### src/core/psl_pkg.sv
// constants and register map of the checker, skew and loopback register bank
// ****************************************************************
// ****************************************************************
package psl_pkg;
  localparam int ADDR_W = 16;
  localparam int DATA_W = 16;
  localparam logic [15:0] CHECKER_STATUS_TWO_OFFS     = 16'h0072;
  localparam logic [15:0] INTERFACE_SKEW_CONTROL_OFFS = 16'h0086;
  localparam logic [15:0] LOOPBACK_SETUP_OFFS         = 16'h00fe;
  localparam logic [15:0] CHECKER_BYTE_TALLY_OFFS     = 16'h0071;
  localparam logic [15:0] CHECKER_MODE_OFFS           = 16'h00f0;
  localparam logic [15:0] IRQ_STATUS_OFFS             = 16'h00f1;
  localparam logic [15:0] IRQ_ENABLE_OFFS             = 16'h00f2;
  localparam logic [15:0] IRQ_CLEAR_OFFS              = 16'h00f3;
  localparam int LOCK_BIT       = 0;
  localparam int LOCK_CLEAR_BIT = 1;
  localparam int PKT_OVF_BIT    = 10;
  localparam int BYTE_OVF_BIT   = 9;
  localparam int SKEW_W         = 4;
  localparam int TX_SKEW_LSB    = 4;
  localparam int RX_SKEW_LSB    = 0;
  localparam logic [3:0]  SKEW_RST      = 4'h7;
  localparam logic [15:0] LOOPBACK_RST  = 16'he721;
  localparam int ERR_W          = 8;
  localparam int BYTE_W         = 16;
  localparam int PKT_W          = 16;
  localparam int IRQ_W          = 3;
  localparam int IRQ_PKT_OVF    = 0;
  localparam int IRQ_BYTE_OVF   = 1;
  localparam int IRQ_ERR        = 2;
endpackage

### src/core/psl_regs.sv
// register bank: checker status, interface skew control, loopback setup, interrupts
//
// Our own choice: the strobed register port.
`timescale 1ns/10ps
module psl_regs (
  input  wire logic                       sys_clk,
  input  wire logic                       rst,
  input  wire logic [psl_pkg::ADDR_W-1:0] addr,
  input  wire logic [psl_pkg::DATA_W-1:0] wdata,
  input  wire logic                       wr_stb,
  input  wire logic                       rd_stb,
  output logic      [psl_pkg::DATA_W-1:0] rdata,
  input  wire logic                       chk_byte_evt,
  input  wire logic                       chk_err_evt,
  input  wire logic                       chk_pkt_evt,
  output logic      [psl_pkg::SKEW_W-1:0] tx_skew_code,
  output logic      [psl_pkg::SKEW_W-1:0] rx_skew_code,
  output logic      [psl_pkg::DATA_W-1:0] loopback_setup_word,
  output logic                            irq
);
  import psl_pkg::*;

  // ****************************************************************
  // write decode
  // ****************************************************************
  logic wr_status;
  logic do_lock;
  logic do_clear;
  assign wr_status = wr_stb && (addr == CHECKER_STATUS_TWO_OFFS);
  assign do_clear  = wr_status && wdata[LOCK_CLEAR_BIT];
  assign do_lock   = wr_status && (wdata[LOCK_BIT] || wdata[LOCK_CLEAR_BIT]);

  // ****************************************************************
  // configuration registers
  // ****************************************************************
  logic [SKEW_W-1:0] tx_skew_reg;
  logic [SKEW_W-1:0] rx_skew_reg;
  logic [DATA_W-1:0] loop_reg;
  logic              checker_saturate_select_reg;
  logic [IRQ_W-1:0]  irq_en_reg;

  always_ff @(posedge sys_clk) begin
    if (rst) begin
      tx_skew_reg <= SKEW_RST;
      rx_skew_reg <= SKEW_RST;
    end else if (wr_stb && addr == INTERFACE_SKEW_CONTROL_OFFS) begin
      // upper byte dropped on write
      tx_skew_reg <= wdata[TX_SKEW_LSB +: SKEW_W];
      rx_skew_reg <= wdata[RX_SKEW_LSB +: SKEW_W];
    end
  end

  always_ff @(posedge sys_clk) begin
    if (rst) begin
      loop_reg <= LOOPBACK_RST;
    end else if (wr_stb && addr == LOOPBACK_SETUP_OFFS) begin
      loop_reg <= wdata;
    end
  end

  always_ff @(posedge sys_clk) begin
    if (rst) begin
      checker_saturate_select_reg <= 1'b0;
      irq_en_reg                  <= '0;
    end else if (wr_stb) begin
      if (addr == CHECKER_MODE_OFFS) begin
        checker_saturate_select_reg <= wdata[0];
      end
      if (addr == IRQ_ENABLE_OFFS) begin
        irq_en_reg <= wdata[IRQ_W-1:0];
      end
    end
  end

  // new codes reach the link one cycle after the write, no device reset needed
  always_ff @(posedge sys_clk) begin
    if (rst) begin
      tx_skew_code        <= SKEW_RST;
      rx_skew_code        <= SKEW_RST;
      loopback_setup_word <= LOOPBACK_RST;
    end else begin
      tx_skew_code        <= tx_skew_reg;
      rx_skew_code        <= rx_skew_reg;
      loopback_setup_word <= loop_reg;
    end
  end

  // ****************************************************************
  // checker tallies
  // ****************************************************************
  logic             sat;
  logic [ERR_W-1:0] err_held;
  logic [BYTE_W-1:0] byte_held;
  logic             pkt_ovf;
  logic             byte_ovf;
  logic             err_ovf_evt;
  logic             byte_ovf_evt;
  logic             pkt_ovf_evt;
  assign sat = !checker_saturate_select_reg;

  psl_tally #(.W(ERR_W)) u_err (
    .sys_clk  (sys_clk),
    .rst      (rst),
    .inc      (chk_err_evt),
    .saturate (sat),
    .lock     (do_lock),
    .clear    (do_clear),
    .count    (),
    .held     (err_held),
    .ovf      (),
    .ovf_evt  (err_ovf_evt)
  );

  psl_tally #(.W(BYTE_W)) u_byte (
    .sys_clk  (sys_clk),
    .rst      (rst),
    .inc      (chk_byte_evt),
    .saturate (sat),
    .lock     (do_lock),
    .clear    (do_clear),
    .count    (),
    .held     (byte_held),
    .ovf      (byte_ovf),
    .ovf_evt  (byte_ovf_evt)
  );

  // packet counter always wraps so its overflow can be seen
  psl_tally #(.W(PKT_W)) u_pkt (
    .sys_clk  (sys_clk),
    .rst      (rst),
    .inc      (chk_pkt_evt),
    .saturate (1'b0),
    .lock     (do_lock),
    .clear    (do_clear),
    .count    (),
    .held     (),
    .ovf      (pkt_ovf),
    .ovf_evt  (pkt_ovf_evt)
  );

  // ****************************************************************
  // interrupts: set wins over clear
  // ****************************************************************
  logic [IRQ_W-1:0] irq_sts_reg;
  logic [IRQ_W-1:0] irq_set;
  logic [IRQ_W-1:0] irq_clr;
  always_comb begin
    irq_set               = '0;
    irq_set[IRQ_PKT_OVF]  = pkt_ovf_evt;
    irq_set[IRQ_BYTE_OVF] = byte_ovf_evt;
    irq_set[IRQ_ERR]      = err_ovf_evt;
    irq_clr               = (wr_stb && addr == IRQ_CLEAR_OFFS) ? wdata[IRQ_W-1:0] : '0;
  end

  always_ff @(posedge sys_clk) begin
    if (rst) begin
      irq_sts_reg <= '0;
    end else begin
      irq_sts_reg <= (irq_sts_reg & ~irq_clr) | irq_set;
    end
  end

  always_ff @(posedge sys_clk) begin
    if (rst) begin
      irq <= 1'b0;
    end else begin
      irq <= |(((irq_sts_reg & ~irq_clr) | irq_set) & irq_en_reg);
    end
  end

  // ****************************************************************
  // read mux
  // ****************************************************************
  logic [DATA_W-1:0] rd_next;
  always_comb begin
    rd_next = '0;
    case (addr)
      CHECKER_STATUS_TWO_OFFS: begin
        // reserved 15:11 and 8 stay zero
        rd_next[PKT_OVF_BIT]  = pkt_ovf;
        rd_next[BYTE_OVF_BIT] = byte_ovf;
        rd_next[ERR_W-1:0]    = err_held;
      end
      CHECKER_BYTE_TALLY_OFFS:     rd_next = byte_held;
      INTERFACE_SKEW_CONTROL_OFFS: rd_next = {8'h00, tx_skew_reg, rx_skew_reg};
      LOOPBACK_SETUP_OFFS:         rd_next = loop_reg;
      CHECKER_MODE_OFFS:           rd_next = {15'h0000, checker_saturate_select_reg};
      IRQ_STATUS_OFFS:             rd_next = {13'h0000, irq_sts_reg};
      IRQ_ENABLE_OFFS:             rd_next = {13'h0000, irq_en_reg};
      default:                     rd_next = '0;
    endcase
  end

  always_ff @(posedge sys_clk) begin
    if (rst) begin
      rdata <= '0;
    end else if (rd_stb) begin
      rdata <= rd_next;
    end else begin
      rdata <= '0;
    end
  end
endmodule // psl_regs

### src/core/psl_tally.sv
// saturating or wrapping event counter with overflow flag and readout lock
`timescale 1ns/10ps
module psl_tally #(
  parameter int W = 8
) (
  input  wire logic         sys_clk,
  input  wire logic         rst,
  input  wire logic         inc,
  input  wire logic         saturate,
  input  wire logic         lock,
  input  wire logic         clear,
  output logic [W-1:0]      count,
  output logic [W-1:0]      held,
  output logic              ovf,
  output logic              ovf_evt
);
  logic max_hit;
  assign max_hit = &count;
  assign ovf_evt = inc && max_hit && !clear;

  always_ff @(posedge sys_clk) begin
    if (rst || clear) begin
      count <= '0;
    end else if (inc && !(saturate && max_hit)) begin
      count <= count + 1'b1;
    end
  end

  // overflow stays until a lock-and-clear
  always_ff @(posedge sys_clk) begin
    if (rst || clear) begin
      ovf <= 1'b0;
    end else if (ovf_evt) begin
      ovf <= 1'b1;
    end
  end

  // lock snapshots the live count before any clear applies
  always_ff @(posedge sys_clk) begin
    if (rst) begin
      held <= '0;
    end else if (lock) begin
      held <= count;
    end
  end
endmodule // psl_tally

### config.mk
export PLATFORM = sky130hd
export DESIGN_NAME = psl_regs
export DESIGN_NICKNAME = d
export VERILOG_FILES = /design/src/core/psl_pkg.sv /design/src/core/psl_regs.sv /design/src/core/psl_tally.sv
export SDC_FILE = /design/constraint.sdc
export NUM_CORES = 1
export LEC_CHECK = 0
export BUFFER_PORTS_ARGS = -buffer_cell sky130_fd_sc_hd__buf_2
export CORE_UTILIZATION = 42
export CTS_CLUSTER_SIZE = 8
export DETAILED_ROUTE_END_ITERATION = 16
export HOLD_SLACK_MARGIN = 0.08
export PLACE_DENSITY = 0.65
export SYNTH_ARGS = -nofsm -noshare
export SYNTH_HDL_FRONTEND = slang
export SYNTH_SLANG_ARGS = --single-unit
### constraint.sdc
create_clock -name sys_clk -period 2.2 [get_ports sys_clk]
set_clock_uncertainty 0.15 [all_clocks]
set_input_delay 0.44 -clock sys_clk [delete_from_list [all_inputs] [get_ports sys_clk]]
set_output_delay 0.44 -clock sys_clk [all_outputs]
set_load 0.005 [all_outputs]
---- Word-level counts from Yosys, hierarchy flattened ----
Cells that the tools add are included.
operators by class
  reductions and logical operators ........ 29
  eq/ne operators ......................... 8
  bitwise logic cells ..................... 5
  multiplexer cells ....................... 5
  $add $sub $neg .......................... 3
operator list
  operator                                                           number
  16-bit by 8-bit == test with 1-bit output (second input constant)  6
  8-bit one-hot mux with 7 select lines                              1
  16-bit by 1-bit adder with 16-bit output (second input constant)   2
  16-bit by 7-bit == test with 1-bit output (second input constant)  2
  16-bit AND reduction                                               2
  1-bit logical AND                                                  16
  5-bit one-hot mux with 2 select lines                              1
  8-bit by 1-bit adder with 8-bit output (second input constant)     1
  8-bit AND reduction                                                1
  3-bit bitwise AND                                                  2
  2-bit one-hot mux with 3 select lines                              1
  1-bit zero test                                                    4
  2-bit AND reduction                                                2
  3-bit two-way mux                                                  1
  3-bit NOT                                                          1
  3-bit OR                                                           1
  3-bit OR reduction                                                 1
  1-bit logical OR                                                   2
  1-bit one-hot mux with 2 select lines                              1
  2-bit OR reduction                                                 1
  1-bit NOT                                                          1
word-level totals
  flip-flop bits (word level) ............. 138
  word-level logic and storage cells ...... 68

---- Depth between registers and ports, before layout ----
  depth in word-level cells ............... 8
  depth in mapped cells ................... 9

---- Hierarchy ----
From an unflattened synthesis, not the netlist that was laid out.
unflattened totals
  cell total of the unflattened synthesis .. 697
  area, all modules ....................... 6463.7 um^2
modules (own cells, without submodules)
  module                   area an instance (um^2)  instances  sequential area each (um^2)  cells an instance
  psl_tally at u_byte ...  1506.4                   2          660.6                        169
  psl_regs                 2687.6                   1          1441.4                       284
  psl_tally at u_err       763.2                    1          340.3                        75

---- Worst setup path before layout ----
Ideal clock, no wire load.
  path type ............................... input -> register
  start ................................... in addr[9] (netlist name)
  end ..................................... reg loop_reg[13]
  cell stages on the path ................. 5
  setup slack ............................. -0.042 ns
  required time ........................... 1.930 ns
  data arrival time ....................... 1.973 ns
  cell sequence ........................... or4_4 > nor4_4 > nand4_2 > buf_6 > a211o_1
between the ends
  cells in the longest elaborated chain, start to end .. 2
ends and longest elaborated chain
  element                                    line            source
  start, declared                            psl_regs.sv:8   input wire logic [psl_pkg::ADDR_W-1:0] addr,
  16-bit by 8-bit == test with 1-bit output  psl_regs.sv:56  end else if (wr_stb && addr == LOOPBACK_SETUP_OFFS) begin
  1-bit logical AND                          psl_regs.sv:56
  end signal, assigned                       psl_regs.sv:57  loop_reg <= wdata;
  end, declared                              psl_regs.sv:38  logic [DATA_W-1:0] loop_reg;
No other way between the ends.
A chain may end at the register's enable or synchronous reset.

---- Worst setup path in the final report ----
  start ................................... reg u_byte.count[0]
  end ..................................... reg u_byte.count[2]
between the ends
  cells in the longest elaborated chain, start to end .. 4
  elaborated cells between the ends (all ways) .. 5
  those cells by class .................... add/sub: 1; reduce/logical: 4
ends and longest elaborated chain
  element                                                                           line             source
  start, declared                                                                   psl_tally.sv:12  output logic [W-1:0] count,
  start signal, assigned                                                            psl_tally.sv:25  count <= count + 1'b1;
  branches (longest 4 deep; another with 16-bit by 1-bit adder with 16-bit output)  n/a
Several ways; the timed one is not identified.

==> results.yml <==
outcome:
  status: "completed"
yosys:
  synthSimpleGateAreaFrac_pct: 27.7
  synth-edff-count: 0
  avgSynthCellArea_um2: 9.05
  synth_seq_area_share_pct: 49.4
  synth_top_area_share_pct: 49.4
  synthesis.nets: 660
  yosys_warnings: 0
  synthTopCellsByArea: "dfxtp_1 (49%), nand2_1 (5.7%), nor2_1 (4.6%)"
  synth_area_leader_cell: "dfxtp_1"
  synth_adder_area_share_pct: 0.671
  synth_top_family_by_area: "simple AND/OR/NAND/NOR gates"
  synth_compound_area_share_pct: 11.2
  synth_cell_types: 53
  synth_area_um2: 5590
  ys_async_sr_fraction_pct: 0
  synth_cells: 618
  synth_seq_cells: 138
  synth_ff_type: "dfxtp_1"
  muxShareOfSynthArea_pct: 1.79
  synth-xor-area-share_pct: 5.80
clocking:
  root_buffer: "clkbuf_16"
  cts-htree-levels: 4
  cts_setup_buffers: 0
  clkLatencyLatePin_ns: 0.42
  cts_tree: "done"
  path_clk_slew_ns: 0.06
  clkSinkCount: 138
  cts_resized: 0
  cts_buffer_depth: 2
  holdBufCountCts: 0
  cts_inserted_buffers: 17
global_routing:
  grtUsageTotal_pct: 20.0
  grt_pass1_wl_um: 22200
  grt_max_degree: 51
  antenna_found_initial: 0
  grt_pass1_vias: 4530
  overflow: 0
drt:
  avgViaCountPerCell: 5.21
  wl_per_cell_um: 14.4
  drc: 0
  dr.pass1.iters: 5
  vias: 4743
  drtIter0Drc: 331
  drtAntennaViolNets: 0
  wirelength_um: 13100
placed_design:
  dp_hpwl_um: 9600
  numPortBuffers: 79
  place_area_um2: 6410
  gp_congestion: 0.863
critical_path:
  cp.required_ns: 2.36
  setup.worst_path.end: "u_byte.count[2]$_SDFFE_PP0P_"
  r2r-start: "u_byte.count[0]$_SDFFE_PP0P_"
  r2r_setup_slack_ns: 0.17
  worstSetupPathType: "reg2reg"
  crit_chain: "ha_1 -> nand4_1 -> nor4_1 -> buf_4 -> and3b_1 -> xnor2_1 -> nor2_1"
  worst_setup_path_startpoint: "u_byte.count[0]$_SDFFE_PP0P_"
  r2r_cells: 7
  startpoint_type: "register"
  cp_data_arrival_time_ns: 2.18
  slowest_stage: "dfxtp_1"
  crit_path_end_kind: "register"
  crit_fanout: 7
  slowest_delay_ns: 0.42
  reg2reg_to: "u_byte.count[2]$_SDFFE_PP0P_"
die:
  die_area_um2: 13800
  dieWidth_um: 117
  initial_core_util_pct: 43.8
  core_area_um2: 12800
  ios: 80
  fp-row-count: 41
  die_height_um: 117
sta:
  min_period_ns: 2.03
  slew_headroom_pct: 41.6
  setup-violations-final: 0
  slew_violations: 0
  hold_viol: 0
  worst_slew_pin_slew_ns: 0.869
  grt_setup_unrepaired: "false"
  period_share_pct: 92.1
  fmax_mhz: 494
pwr:
  p_per_area_nw_per_um2: 773
  p_leak_nw: 2.69
  finalPower_w: 0.00539
  vdd_drop_max_mv: 0.556
cells_and_area:
  final_util_pct: 54.6
  syn2layout_area_growth_pct: 24.7
  layout.nets: 768
  stdcell_area_um2: 6970
  drive_gt1_share_pct: 25.2
  fillerInstances: 1157
  diodes: 0
hold_path:
  hp-class: "in2reg"
job:
  drv_cap: 0
## final cells by class
cell class	count	area, um^2	share of cell area (%)
clock buffer	19	443	6.35
clock inverter	13	119	1.70
inverter	4	15.0	0.215
multi-input combinational	441	2630	37.8
sequential	138	2760	39.6
tap	172	215	3.09
timing repair buffer	124	783	11.2
## report_power, final
group / switching, W / internal, W / total, W
Combinational: 0.000111 / 0.0000796 / 0.000191
Clock: 0.00108 / 0.00159 / 0.00267
Sequential: 0.0000145 / 0.00251 / 0.00253
## how the worst min path moves through the flow
stage	from	endpoint	slack (ns)	depth (start not counted)
after floorplan	u_byte.held[9]$_SDFFE_PP0P_	u_byte.held[9]$_SDFFE_PP0P_	0.28	2
after detailed placement	u_byte.held[15]$_SDFFE_PP0P_	u_byte.held[15]$_SDFFE_PP0P_	0.30	2
final	wdata[12]	loop_reg[12]$_SDFFE_PP0P_	0.13	3
after global placement	u_byte.held[9]$_SDFFE_PP0P_	u_byte.held[9]$_SDFFE_PP0P_	0.29	2
after global routing	wdata[12]	loop_reg[12]$_SDFFE_PP0P_	0.12	3
after CTS	wdata[12]	loop_reg[12]$_SDFFE_PP0P_	0.11	3
## cells by family (layout without fill, tap and decap cells)
kind of cell    after synthesis  after routing
flops                       138            138
buf+inv                      39            160
simple gates                301            301
compound gates               90             90
mux                          10             10
fa+ha+maj                     3              3
xor+xnor                     37             37
## layout by cell type (no fill, tap or decap), types with 14 or more instances in the layout
cell type    n
nor3_1      16
buf_4       41
clkbuf_16   17
xnor2_1     22
nand3_1     28
nor2b_1     14
nand4_1     14
nor2_1      69
dfxtp_1    138
a21oi_1     37
nand2_1     85
a22oi_1     14
buf_2       79
or2_2       14
and3_1      25
xor2_1      15
## through the flow
| stage | setup TNS (ns) | setup WS, ns | cells | hold slack [ns] |
|---|---|---|---|---|
| after floorplan | -0.0316 | -0.0158 | 618 | 0.281 |
| after global placement | -6.57 | -0.178 | 879 | 0.290 |
| after detailed placement | -8.21 | -0.228 | 879 | 0.295 |
| after CTS | 0 | 0.164 | 911 | 0.110 |
| after global routing | 0 | 0.0193 | 911 | 0.122 |
| final | 0 | 0.175 | 911 | 0.128 |
## metal layers
metal  global-route usage (%)  vias to the layer above  share of wire (%)
met4                     7.39                        0                1.5
met2                     31.8                      116                 46
met1                     26.4                     2227                 48
met3                     4.62                       13                4.4
met5                        0                        -                  0
li1                         -                     2387                  -
## cell usage after synthesis (6+ instances only)
cell,number
a211o_1,8
a211o_2,6
a21oi_1,37
a22oi_1,14
a31oi_1,7
and3_1,25
buf_2,11
clkbuf_1,18
dfxtp_1,138
mux2i_1,10
nand2_1,85
nand3_1,28
nand4_1,14
nor2_1,69
nor2b_1,14
nor3_1,16
or2_2,14
xnor2_1,22
xor2_1,15
## critical path, delay by kind of cell, from the launching register on
kind | cells | cell delay (ns)
flip-flops | 1 | 0.42
adder cells (fa/ha/maj) | 1 | 0.24
AND/OR/NAND/NOR | 4 | 0.75
buffers and inverters | 1 | 0.22
XOR/XNOR | 1 | 0.14
(Power assumes the default switching activity.)
